`src/ieif_pkg.sv`:
```
`default_nettype none
package ieif_pkg;

  // ****************************************************************
  // register offsets (byte addresses)
  // ****************************************************************
  localparam logic [7:0] ADR_CTRL = 8'h00;
  localparam logic [7:0] ADR_LINES = 8'h04;
  localparam logic [7:0] ADR_GEAR = 8'h08;
  localparam logic [7:0] ADR_POS = 8'h0C;
  localparam logic [7:0] ADR_MPOS = 8'h10;
  localparam logic [7:0] ADR_STAT = 8'h14;
  localparam logic [7:0] ADR_MASK = 8'h18;
  localparam logic [7:0] ADR_CODE = 8'h1C;
  localparam logic [7:0] ADR_ACT = 8'h20;

  // ****************************************************************
  // control fields
  // ****************************************************************
  localparam int CTRL_EN = 0;
  localparam int CTRL_DIR = 1;
  localparam int CTRL_IDX = 2;
  localparam int CTRL_ERRM = 3;
  localparam int CTRL_KIND = 5;
  localparam int CTRL_RESTART = 31;
  localparam int CTRL_W = 6;

  // ****************************************************************
  // status fields
  // ****************************************************************
  localparam int ST_DIG = 0;
  localparam int ST_ANA = 1;
  localparam int ST_IDX = 2;
  localparam int ST_MEAS = 3;
  localparam int ST_ILL = 4;
  localparam int STAT_W = 5;

  // ****************************************************************
  // values after reset and codes
  // ****************************************************************
  localparam logic [5:0] CTRL_RST = 6'h05;
  localparam logic [15:0] LINES_RST = 16'h0800;
  localparam logic [31:0] GEAR_RST = 32'h0001_0000;
  localparam logic [4:0] MASK_RST = 5'h00;
  localparam logic [7:0] ERR_DIG = 8'h84;
  localparam logic [7:0] ERR_ANA = 8'h82;

  typedef enum logic [1:0] {EM_OFF, EM_HIGH, EM_LOW} ieif_errm_t;
  typedef enum logic [1:0] {MS_IDLE, MS_ARMED, MS_DONE} ieif_meas_t;

  // ****************************************************************
  // byte-lane merge for bus writes
  // ****************************************************************
  function automatic logic [31:0] ieif_wmerge(input logic [31:0] old,
                                              input logic [31:0] wd,
                                              input logic [3:0] sel);
    logic [31:0] res;
    res = old;
    for (int i = 0; i < 4; i++) begin
      if (sel[i]) begin
        res[i*8 +: 8] = wd[i*8 +: 8];
      end
    end
    return res;
  endfunction : ieif_wmerge

endpackage : ieif_pkg
`default_nettype wire

```
`src/ieif_quad.sv`:
```
`timescale 1ns/1ps
`default_nettype none
module ieif_quad
  import ieif_pkg::*;
(
  input wire logic clk,
  input wire logic rst_n,
  input wire logic en,
  input wire logic a,
  input wire logic b,
  output logic step,
  output logic up,
  output logic illegal
);

  // ****************************************************************
  // fourfold edge decoder
  // ****************************************************************
  logic [1:0] prev_r;
  logic step_r;
  logic up_r;
  logic ill_r;
  logic [1:0] cur;
  logic [1:0] chg;
  logic step_nxt;
  logic up_nxt;
  logic ill_nxt;

  always_comb begin
    cur = {a, b};
    chg = prev_r ^ cur;
    step_nxt = 1'b0;
    up_nxt = 1'b0;
    ill_nxt = 1'b0;
    if (en) begin
      if (chg == 2'h3) begin
        ill_nxt = 1'b1;
      end else if (chg != 2'h0) begin
        step_nxt = 1'b1;
        up_nxt = prev_r[0] ^ cur[1];
      end
    end
  end

  always_ff @(posedge clk or negedge rst_n) begin
    if (!rst_n) begin
      prev_r <= 2'h0;
      step_r <= 1'b0;
      up_r <= 1'b0;
      ill_r <= 1'b0;
    end else begin
      prev_r <= cur;
      step_r <= step_nxt;
      up_r <= up_nxt;
      ill_r <= ill_nxt;
    end
  end

  assign step = step_r;
  assign up = up_r;
  assign illegal = ill_r;
endmodule : ieif_quad
`default_nettype wire

```
`src/ieif_sync.sv`:
```
`timescale 1ns/1ps
`default_nettype none
module ieif_sync
  import ieif_pkg::*;
(
  input wire logic clk,
  input wire logic rst_n,
  input wire logic [3:0] din,
  output logic [3:0] dout
);

  // ****************************************************************
  // two-stage synchroniser
  // ****************************************************************
  logic [3:0] s1_r;
  logic [3:0] s2_r;

  always_ff @(posedge clk or negedge rst_n) begin
    if (!rst_n) begin
      s1_r <= 4'h0;
      s2_r <= 4'h0;
    end else begin
      s1_r <= din;
      s2_r <= s1_r;
    end
  end

  assign dout = s2_r;
endmodule : ieif_sync
`default_nettype wire

```
`src/ieif_top.sv`:
```
// Behaviour
// encoder gives two tracks quarter period apart
// count every edge of both tracks
// one revolution is four times line count
// direction setting inverts counting sense
// tracks ignored while encoder input disabled
// error input off, high-active or low-active
// active error input raises 08-4 or 08-2
// gear factor scales counts, default one-to-one
// gear factor handles several index pulses
// zero line count measured between index pulses
// new settings act only after restart
// index pulse restores expected index position
// index evaluation can be switched off
// inputs synchronised before edge detection
`timescale 1ns/1ps
`default_nettype none
module ieif_top
  import ieif_pkg::*;
(
  input wire logic clk,
  input wire logic rst_n,
  input wire logic wb_cyc_i,
  input wire logic wb_stb_i,
  input wire logic wb_we_i,
  input wire logic [7:0] wb_adr_i,
  input wire logic [3:0] wb_sel_i,
  input wire logic [31:0] wb_dat_i,
  output logic [31:0] wb_dat_o,
  output logic wb_ack_o,
  input wire logic trk_a,
  input wire logic trk_b,
  input wire logic trk_idx,
  input wire logic encoder_fault_input,
  output logic irq,
  output logic [31:0] enc_pos,
  output logic [31:0] mot_pos,
  output logic [7:0] err_code
);

  // ****************************************************************
  // input synchronisers and decoder
  // ****************************************************************
  logic [3:0] syn;
  logic q_step;
  logic q_up;
  logic q_ill;
  logic en_act_r;

  ieif_sync u_sync (
    .clk(clk),
    .rst_n(rst_n),
    .din({encoder_fault_input, trk_idx, trk_b, trk_a}),
    .dout(syn)
  );

  ieif_quad u_quad (
    .clk(clk),
    .rst_n(rst_n),
    .en(en_act_r),
    .a(syn[0]),
    .b(syn[1]),
    .step(q_step),
    .up(q_up),
    .illegal(q_ill)
  );

  // ****************************************************************
  // bus slave state
  // ****************************************************************
  logic ack_r, ack_nxt;
  logic [31:0] dat_r, dat_nxt;
  logic [CTRL_W-1:0] ctrl_r, ctrl_nxt;
  logic [15:0] lines_r, lines_nxt;
  logic [31:0] gear_r, gear_nxt;
  logic [STAT_W-1:0] mask_r, mask_nxt;
  logic restart_r, restart_nxt;
  logic [STAT_W-1:0] w1c;
  logic hit;
  logic [31:0] wtmp;

  // ****************************************************************
  // core state
  // ****************************************************************
  logic en_act_nxt;
  logic dir_act_r, dir_act_nxt;
  logic idx_act_r, idx_act_nxt;
  logic kind_act_r, kind_act_nxt;
  ieif_errm_t errm_act_r, errm_act_nxt;
  logic [15:0] lines_act_r, lines_act_nxt;
  logic signed [31:0] gear_act_r, gear_act_nxt;
  logic signed [31:0] pos_r, pos_nxt;
  logic [31:0] mpos_r, mpos_nxt;
  logic [17:0] angle_r, angle_nxt;
  logic [17:0] mcnt_r, mcnt_nxt;
  ieif_meas_t meas_r, meas_nxt;
  logic [STAT_W-1:0] stat_r, stat_nxt;
  logic [7:0] code_r, code_nxt;
  logic irq_r, irq_nxt;
  logic idx_prev_r;
  logic idx_evt;
  logic up_eff;
  logic fault_on;
  logic [17:0] rev;
  logic signed [18:0] aerr;
  logic signed [63:0] prod;

  // ****************************************************************
  // bus decode and pending settings
  // ****************************************************************
  always_comb begin
    hit = wb_cyc_i & wb_stb_i & ~ack_r;
    ack_nxt = hit;
    dat_nxt = dat_r;
    ctrl_nxt = ctrl_r;
    lines_nxt = lines_r;
    gear_nxt = gear_r;
    mask_nxt = mask_r;
    restart_nxt = 1'b0;
    w1c = '0;
    wtmp = 32'h0000_0000;
    if (hit && wb_we_i) begin
      case (wb_adr_i)
        ADR_CTRL: begin
          wtmp = ieif_wmerge({26'h0, ctrl_r}, wb_dat_i, wb_sel_i);
          ctrl_nxt = wtmp[CTRL_W-1:0];
          restart_nxt = wb_sel_i[3] & wb_dat_i[CTRL_RESTART];
        end
        ADR_LINES: begin
          wtmp = ieif_wmerge({16'h0, lines_r}, wb_dat_i, wb_sel_i);
          lines_nxt = wtmp[15:0];
        end
        ADR_GEAR: gear_nxt = ieif_wmerge(gear_r, wb_dat_i, wb_sel_i);
        ADR_STAT: begin
          wtmp = ieif_wmerge(32'h0000_0000, wb_dat_i, wb_sel_i);
          w1c = wtmp[STAT_W-1:0];
        end
        ADR_MASK: begin
          wtmp = ieif_wmerge({27'h0, mask_r}, wb_dat_i, wb_sel_i);
          mask_nxt = wtmp[STAT_W-1:0];
        end
        default: ;
      endcase
    end
    if (hit && !wb_we_i) begin
      case (wb_adr_i)
        ADR_CTRL: dat_nxt = {26'h0, ctrl_r};
        ADR_LINES: dat_nxt = {16'h0, lines_r};
        ADR_GEAR: dat_nxt = gear_r;
        ADR_POS: dat_nxt = pos_r;
        ADR_MPOS: dat_nxt = mpos_r;
        ADR_STAT: dat_nxt = {27'h0, stat_r};
        ADR_MASK: dat_nxt = {27'h0, mask_r};
        ADR_CODE: dat_nxt = {24'h0, code_r};
        ADR_ACT: dat_nxt = {lines_act_r, 10'h0, kind_act_r, errm_act_r,
                            idx_act_r, dir_act_r, en_act_r};
        default: dat_nxt = 32'h0000_0000;
      endcase
    end
  end

  always_ff @(posedge clk or negedge rst_n) begin
    if (!rst_n) begin
      ack_r <= 1'b0;
      dat_r <= 32'h0000_0000;
      ctrl_r <= CTRL_RST;
      lines_r <= LINES_RST;
      gear_r <= GEAR_RST;
      mask_r <= MASK_RST;
      restart_r <= 1'b0;
    end else begin
      ack_r <= ack_nxt;
      dat_r <= dat_nxt;
      ctrl_r <= ctrl_nxt;
      lines_r <= lines_nxt;
      gear_r <= gear_nxt;
      mask_r <= mask_nxt;
      restart_r <= restart_nxt;
    end
  end

  // ****************************************************************
  // position, index, measurement, faults
  // ****************************************************************
  always_comb begin
    rev = {lines_act_r, 2'b00};
    up_eff = q_up ^ dir_act_r;
    idx_evt = syn[2] & ~idx_prev_r & en_act_r & idx_act_r;
    if (angle_r < {1'b0, lines_act_r, 1'b0}) begin
      aerr = {1'b0, angle_r};
    end else begin
      aerr = {1'b0, angle_r} - {1'b0, rev};
    end
    case (errm_act_r)
      EM_HIGH: fault_on = syn[3];
      EM_LOW: fault_on = ~syn[3];
      default: fault_on = 1'b0;
    endcase
    fault_on = fault_on & en_act_r;
    prod = pos_r * gear_act_r;
    en_act_nxt = en_act_r;
    dir_act_nxt = dir_act_r;
    idx_act_nxt = idx_act_r;
    kind_act_nxt = kind_act_r;
    errm_act_nxt = errm_act_r;
    lines_act_nxt = lines_act_r;
    gear_act_nxt = gear_act_r;
    pos_nxt = pos_r;
    angle_nxt = angle_r;
    mcnt_nxt = mcnt_r;
    meas_nxt = meas_r;
    stat_nxt = stat_r & ~w1c;
    code_nxt = code_r;
    mpos_nxt = prod[47:16];
    irq_nxt = |(stat_r & mask_r);
    if (restart_r) begin
      en_act_nxt = ctrl_r[CTRL_EN];
      dir_act_nxt = ctrl_r[CTRL_DIR];
      idx_act_nxt = ctrl_r[CTRL_IDX];
      kind_act_nxt = ctrl_r[CTRL_KIND];
      errm_act_nxt = ieif_errm_t'(ctrl_r[CTRL_ERRM +: 2]);
      lines_act_nxt = lines_r;
      gear_act_nxt = gear_r;
      pos_nxt = 32'sh0000_0000;
      angle_nxt = 18'h0_0000;
      mcnt_nxt = 18'h0_0000;
      meas_nxt = MS_IDLE;
    end else begin
      if (idx_evt && lines_act_r != 16'h0000) begin
        pos_nxt = pos_r - {{13{aerr[18]}}, aerr};
        angle_nxt = 18'h0_0000;
        stat_nxt[ST_IDX] = 1'b1;
      end else if (q_step && en_act_r) begin
        if (up_eff) begin
          pos_nxt = pos_r + 32'sh0000_0001;
          angle_nxt = (angle_r == rev - 18'h0_0001) ? 18'h0_0000
                                                    : angle_r + 18'h0_0001;
        end else begin
          pos_nxt = pos_r - 32'sh0000_0001;
          angle_nxt = (angle_r == 18'h0_0000) ? rev - 18'h0_0001
                                               : angle_r - 18'h0_0001;
        end
      end
      case (meas_r)
        MS_IDLE: begin
          if (idx_evt && lines_act_r == 16'h0000) begin
            meas_nxt = MS_ARMED;
            mcnt_nxt = 18'h0_0000;
          end
        end
        MS_ARMED: begin
          if (idx_evt) begin
            lines_act_nxt = mcnt_r[17:2];
            stat_nxt[ST_MEAS] = 1'b1;
            meas_nxt = MS_DONE;
          end else if (q_step) begin
            mcnt_nxt = mcnt_r + 18'h0_0001;
          end
        end
        MS_DONE: ;
        default: meas_nxt = MS_IDLE;
      endcase
      if (q_ill) begin
        stat_nxt[ST_ILL] = 1'b1;
      end
      if (fault_on) begin
        stat_nxt[kind_act_r ? ST_ANA : ST_DIG] = 1'b1;
        code_nxt = kind_act_r ? ERR_ANA : ERR_DIG;
      end
    end
  end

  always_ff @(posedge clk or negedge rst_n) begin
    if (!rst_n) begin
      en_act_r <= CTRL_RST[CTRL_EN];
      dir_act_r <= CTRL_RST[CTRL_DIR];
      idx_act_r <= CTRL_RST[CTRL_IDX];
      kind_act_r <= CTRL_RST[CTRL_KIND];
      errm_act_r <= ieif_errm_t'(CTRL_RST[CTRL_ERRM +: 2]);
      lines_act_r <= LINES_RST;
      gear_act_r <= GEAR_RST;
      pos_r <= 32'sh0000_0000;
      mpos_r <= 32'h0000_0000;
      angle_r <= 18'h0_0000;
      mcnt_r <= 18'h0_0000;
      meas_r <= MS_IDLE;
      stat_r <= '0;
      code_r <= 8'h00;
      irq_r <= 1'b0;
      idx_prev_r <= 1'b0;
    end else begin
      en_act_r <= en_act_nxt;
      dir_act_r <= dir_act_nxt;
      idx_act_r <= idx_act_nxt;
      kind_act_r <= kind_act_nxt;
      errm_act_r <= errm_act_nxt;
      lines_act_r <= lines_act_nxt;
      gear_act_r <= gear_act_nxt;
      pos_r <= pos_nxt;
      mpos_r <= mpos_nxt;
      angle_r <= angle_nxt;
      mcnt_r <= mcnt_nxt;
      meas_r <= meas_nxt;
      stat_r <= stat_nxt;
      code_r <= code_nxt;
      irq_r <= irq_nxt;
      idx_prev_r <= syn[2];
    end
  end

  assign wb_ack_o = ack_r;
  assign wb_dat_o = dat_r;
  assign irq = irq_r;
  assign enc_pos = pos_r;
  assign mot_pos = mpos_r;
  assign err_code = code_r;
endmodule : ieif_top
`default_nettype wire

```
`config.mk`:
```
export PLATFORM = sky130hd
export DESIGN_NAME = ieif_top
export DESIGN_NICKNAME = d
export VERILOG_FILES = /design/src/ieif_pkg.sv /design/src/ieif_quad.sv /design/src/ieif_sync.sv /design/src/ieif_top.sv
export SDC_FILE = /design/constraint.sdc
export NUM_CORES = 2
export LEC_CHECK = 0
export BUFFER_PORTS_ARGS = -buffer_cell sky130_fd_sc_hd__buf_4
export CAP_MARGIN = 15
export CORE_MARGIN = 1
export CORE_UTILIZATION = 65
export CTS_BUF_LIST = sky130_fd_sc_hd__clkbuf_8
export DETAILED_ROUTE_END_ITERATION = 8
export PLACE_DENSITY = 0.85
export RECOVER_POWER = 100
export SYNTH_ARGS = -nofsm -noshare
export SYNTH_HDL_FRONTEND = slang
export SYNTH_HIERARCHICAL = 1
export SYNTH_SLANG_ARGS = --single-unit
export TNS_END_PERCENT = 30
```
`constraint.sdc`:
```
create_clock -name clk -period 9.6 [get_ports clk]
set_input_delay 2.4 -clock clk [delete_from_list [all_inputs] [get_ports clk]]
set_output_delay 2.4 -clock clk [all_outputs]
set_load 0.005 [all_outputs]
```
==> qor.csv <==
stage,metric,value,unit
outcome,outcome,finished with violations,
outcome,failing checks,"max-capacitance violations, max-slew violations",
sta,final setup vio count,0,
die,IO Count,159,
placement,detailed placement HPWL,101000,um
setup_path,CP required,10.07,ns
power_and_ir_drop,clock power share,42.8,%
grt,first-pass GRT wire length,208000,um
placement,GP Congestion,1.03,
route,detailed-route DRC error count,0,
setup_path,crit path from,enc_pos[14],
route,vias,35300,
grt,vias in the first global route,37300,
cts,cts repair resizes,0,
sta,fmax,111,MHz
layout,Synth-to-Final Area Change,5.79,%
power_and_ir_drop,P_sw,662,uW
die,CORE AREA,0.0676,mm2
power_and_ir_drop,leakage,0.0238,uW
synthesis,Syn Inst Count,4763,
cts,CTS tree,yes,
die,FP Rows,95,
layout,"commonest non-fill, non-tap cells in the layout","fa_1 (841), inv_1 (839), nand2_1 (646)",
sta,final setup TNS,0,ns
power_and_ir_drop,Combinational Power Share,10.2,%
setup_path,Setup Crit Path Kind,reg -> reg,
die,Initial Util,66.1,%
grt,initial antenna violation count,1,
setup_path,CP max FO,27,
cts,Worst-Skew Late Latency,0.62,ns
synthesis,Ys Warns,6,
synthesis,"Primary FF master, synth",dfrtp_1,
sta,hold slack,0.348,ns
cts,clock tree buffer depth,3,
synthesis,post-synthesis async set-or-reset flop share,100,%
cts,CTS Root Cell,clkbuf_8,
sta,"Slew Viols, Final",285,
sta,Max-slew headroom,-300,%
die,DIE AREA,0.0699,mm2
cts,Clock H-tree levels,2,
cts,postcts setup bufs,0,
setup_path,CP endpoint,mot_pos[31],
route,WL final,130000,um
setup_path,Setup crit end kind,flop,
power_and_ir_drop,internal power,1800,uW
synthesis,Synth Register Bits,272,
run,max cap viols,7,
route,routed len/inst,22.8,um
setup_path,depth of the most critical reg-to-reg path,24,
hold_path,Hold Path Class,reg -> reg,
setup_path,Worst R2R End,mot_pos[31],
synthesis,"Seq/Total Area, Yosys",15.2,%
cts,"CTS clk-pin slew, worst paths",0.06,ns
grt,grt met1 use,51.2,%
layout,number of fill cells,4842,
power_and_ir_drop,Pwr Density,52.0,mW/mm2
cts,hold_buf cts,0,
setup_path,Critical Path AT,9.49,ns
synthesis,mapped cell area,0.0447,mm2
die,Die H,264,um
synthesis,number of flops mapped to enable cells by yosys,0,
layout,Final #Nets,5940,
sta,min Tclk post-route,9.02,ns
cts,CTS buffer count,44,
power_and_ir_drop,Max VDD drop,0.0922,mV
cts,clk sink count,272,
sta,Worst Tran Pin Value,6.01,ns
route,Post-DRT Antenna Nets,0,
sta,RSZ-0062 raised after global routing,false,
setup_path,RR Startpoint,enc_pos[14],
placement,I/O Buffers,153,
sta,Tcrit/Tclk final,94.0,%
grt,total gr overflow,0,
grt,grt peak-use layer,met2,
power_and_ir_drop,Sequential Power Share,47.0,%
grt,met3 Use GR,8.89,%
setup_path,crit start category,flop,
route,initial DRC count,3783,
route,drt via density,6.20,
grt,largest net degree at the start of global routing,99,
route,first-pass detailed-route iteration total,9,
power_and_ir_drop,switching portion of total power,26.9,%
grt,met2 usage,59.5,%
sta,final hold viol count,0,
layout,share of cells above drive strength 1,8.08,%
setup_path,FF-to-FF setup slack,0.58,ns
layout,"commonest non-fill, non-tap cell in the layout",fa_1,
synthesis,"Avg Cell Area, Syn",9.39,um2
synthesis,synth unique cells,84,
die,die width,264,um
sta,skew final,0.0344,ns
grt,gr usage total,38.7,%
==> worst min-delay path by stage <==
stage	startpoint	end	slack, ns	cells after the start
after global placement	u_sync/s1_r[3]	u_sync/dout[3]	0.34	0
final	u_sync/s1_r[3]	u_sync/dout[3]	0.35	0
after global routing	u_sync/s1_r[3]	u_sync/dout[3]	0.35	0
after detailed placement	u_sync/s1_r[3]	u_sync/dout[3]	0.34	0
after CTS	u_sync/s1_r[3]	u_sync/dout[3]	0.35	0
after floorplan	u_sync/s1_r[0]	u_sync/dout[0]	0.33	0
==> power groups by stage <==
stage / registers [uW] / clock network, uW / logic [uW]
3_3_place_gp: 1180 / 0 / 245
5_1_grt: 1160 / 1100 / 274
2_1_floorplan: 1180 / 0 / 167
3_5_place_dp: 1180 / 0 / 246
6_report: 1160 / 1050 / 250
4_1_cts: 1160 / 1060 / 248
==> cells by family (layout without fill, tap and decap cells) <==
family / after synthesis / count (layout) / share of synthesized area [%]
other: 1 / 8 / 0.00838
buffers and inverters: 1088 / 1137 / 9.20
flip-flops: 272 / 272 / 15.2
XOR/XNOR: 176 / 176 / 3.46
adder cells (fa/ha/maj): 1102 / 1102 / 44.9
multiplexers: 110 / 110 / 2.77
AO/OA/AOI/OAI: 549 / 549 / 8.36
AND/OR/NAND/NOR: 1465 / 1465 / 16.0
==> layout make-up <==
cell class,count,area (um2),area share [%]
multi-input cells,3407,33800,71.5
clock buffers,51,702,1.48
flip-flops and latches,272,6820,14.4
inverters,823,3090,6.53
repair buffers,237,1620,3.42
clock inverters,26,176,0.373
diodes,3,7.51,0.0159
well taps,873,1090,2.31
==> metrics by stage <==
stage	worst slack [ns]	cells	power, uW	utilization [%]	instance area (um2)
floorplan	2.11	4767	1340	-	44700
global placement	1.50	5612	1420	68.9	46600
detailed placement	1.37	5612	1420	68.9	46600
CTS	1.35	5689	2460	70.2	47500
global route	0.442	5689	2530	69.9	47300
finish	0.580	5692	2460	70.0	47300
==> critical path, stage by stage, from the launching register on <==
cell,delay [ns]
dfrtp_1,1.06
clkbuf_1,0.95
and2_0,0.24
ha_1,0.22
inv_1,0.08
fa_1,0.42
fa_1,0.50
inv_1,0.06
fa_1,0.45
fa_1,0.49
ha_1,0.30
fa_1,0.53
fa_1,0.43
ha_1,0.35
nand3_1,0.13
nor2_1,0.16
nand2_1,0.07
o21ai_0,0.52
a41o_1,0.42
a2111o_2,0.26
a211oi_4,0.10
o31a_1,0.31
o41ai_1,0.56
a21oi_2,0.13
xnor2_1,0.15
==> sequential cells by signal, summed over array words and instances, names as in the netlist, 2 cells and up <==
name,flops
lines_act_r,16
enc_pos,32
mask_r,5
u_sync/dout,4
ctrl_r,6
lines_r,16
gear_act_r,32
errm_act_r,2
gear_r,32
u_quad/prev_r,2
mcnt_r,18
stat_r,5
angle_r,18
mot_pos,32
wb_dat_o,32
meas_r,2
u_sync/s1_r,4
err_code,3
==> cell usage after synthesis (all sizes together) (12+ instances only) <==
library cell,count,area [um2]
fa,841,16800
inv,823,3090
nand2,646,2420
and2,432,2700
dfrtp,264,6610
ha,261,3270
clkbuf,244,916
nor2,137,522
a21oi,131,663
xnor2,131,1150
mux2,100,1130
o21ai,94,470
nor3,50,262
nand3,48,240
xor2,45,402
a211oi,43,335
a21o,39,293
nor2b,38,238
a22o,35,307
a222oi,32,320
a31oi,32,200
and3,25,156
nand2b,22,138
nand4,22,138
buf,21,111
o22ai,21,131
o21a,19,143
or3,15,93.8
o21bai,13,97.6
a22oi,12,90.1
==> routing by layer <==
metal / up-vias / share of wire, %
met5: - / 0
met4: 0 / 6.4
met3: 488 / 13
met2: 2303 / 45
met1: 17600 / 36
li1: 14900 / -
Note: power is estimated with default switching activity, not from simulation.
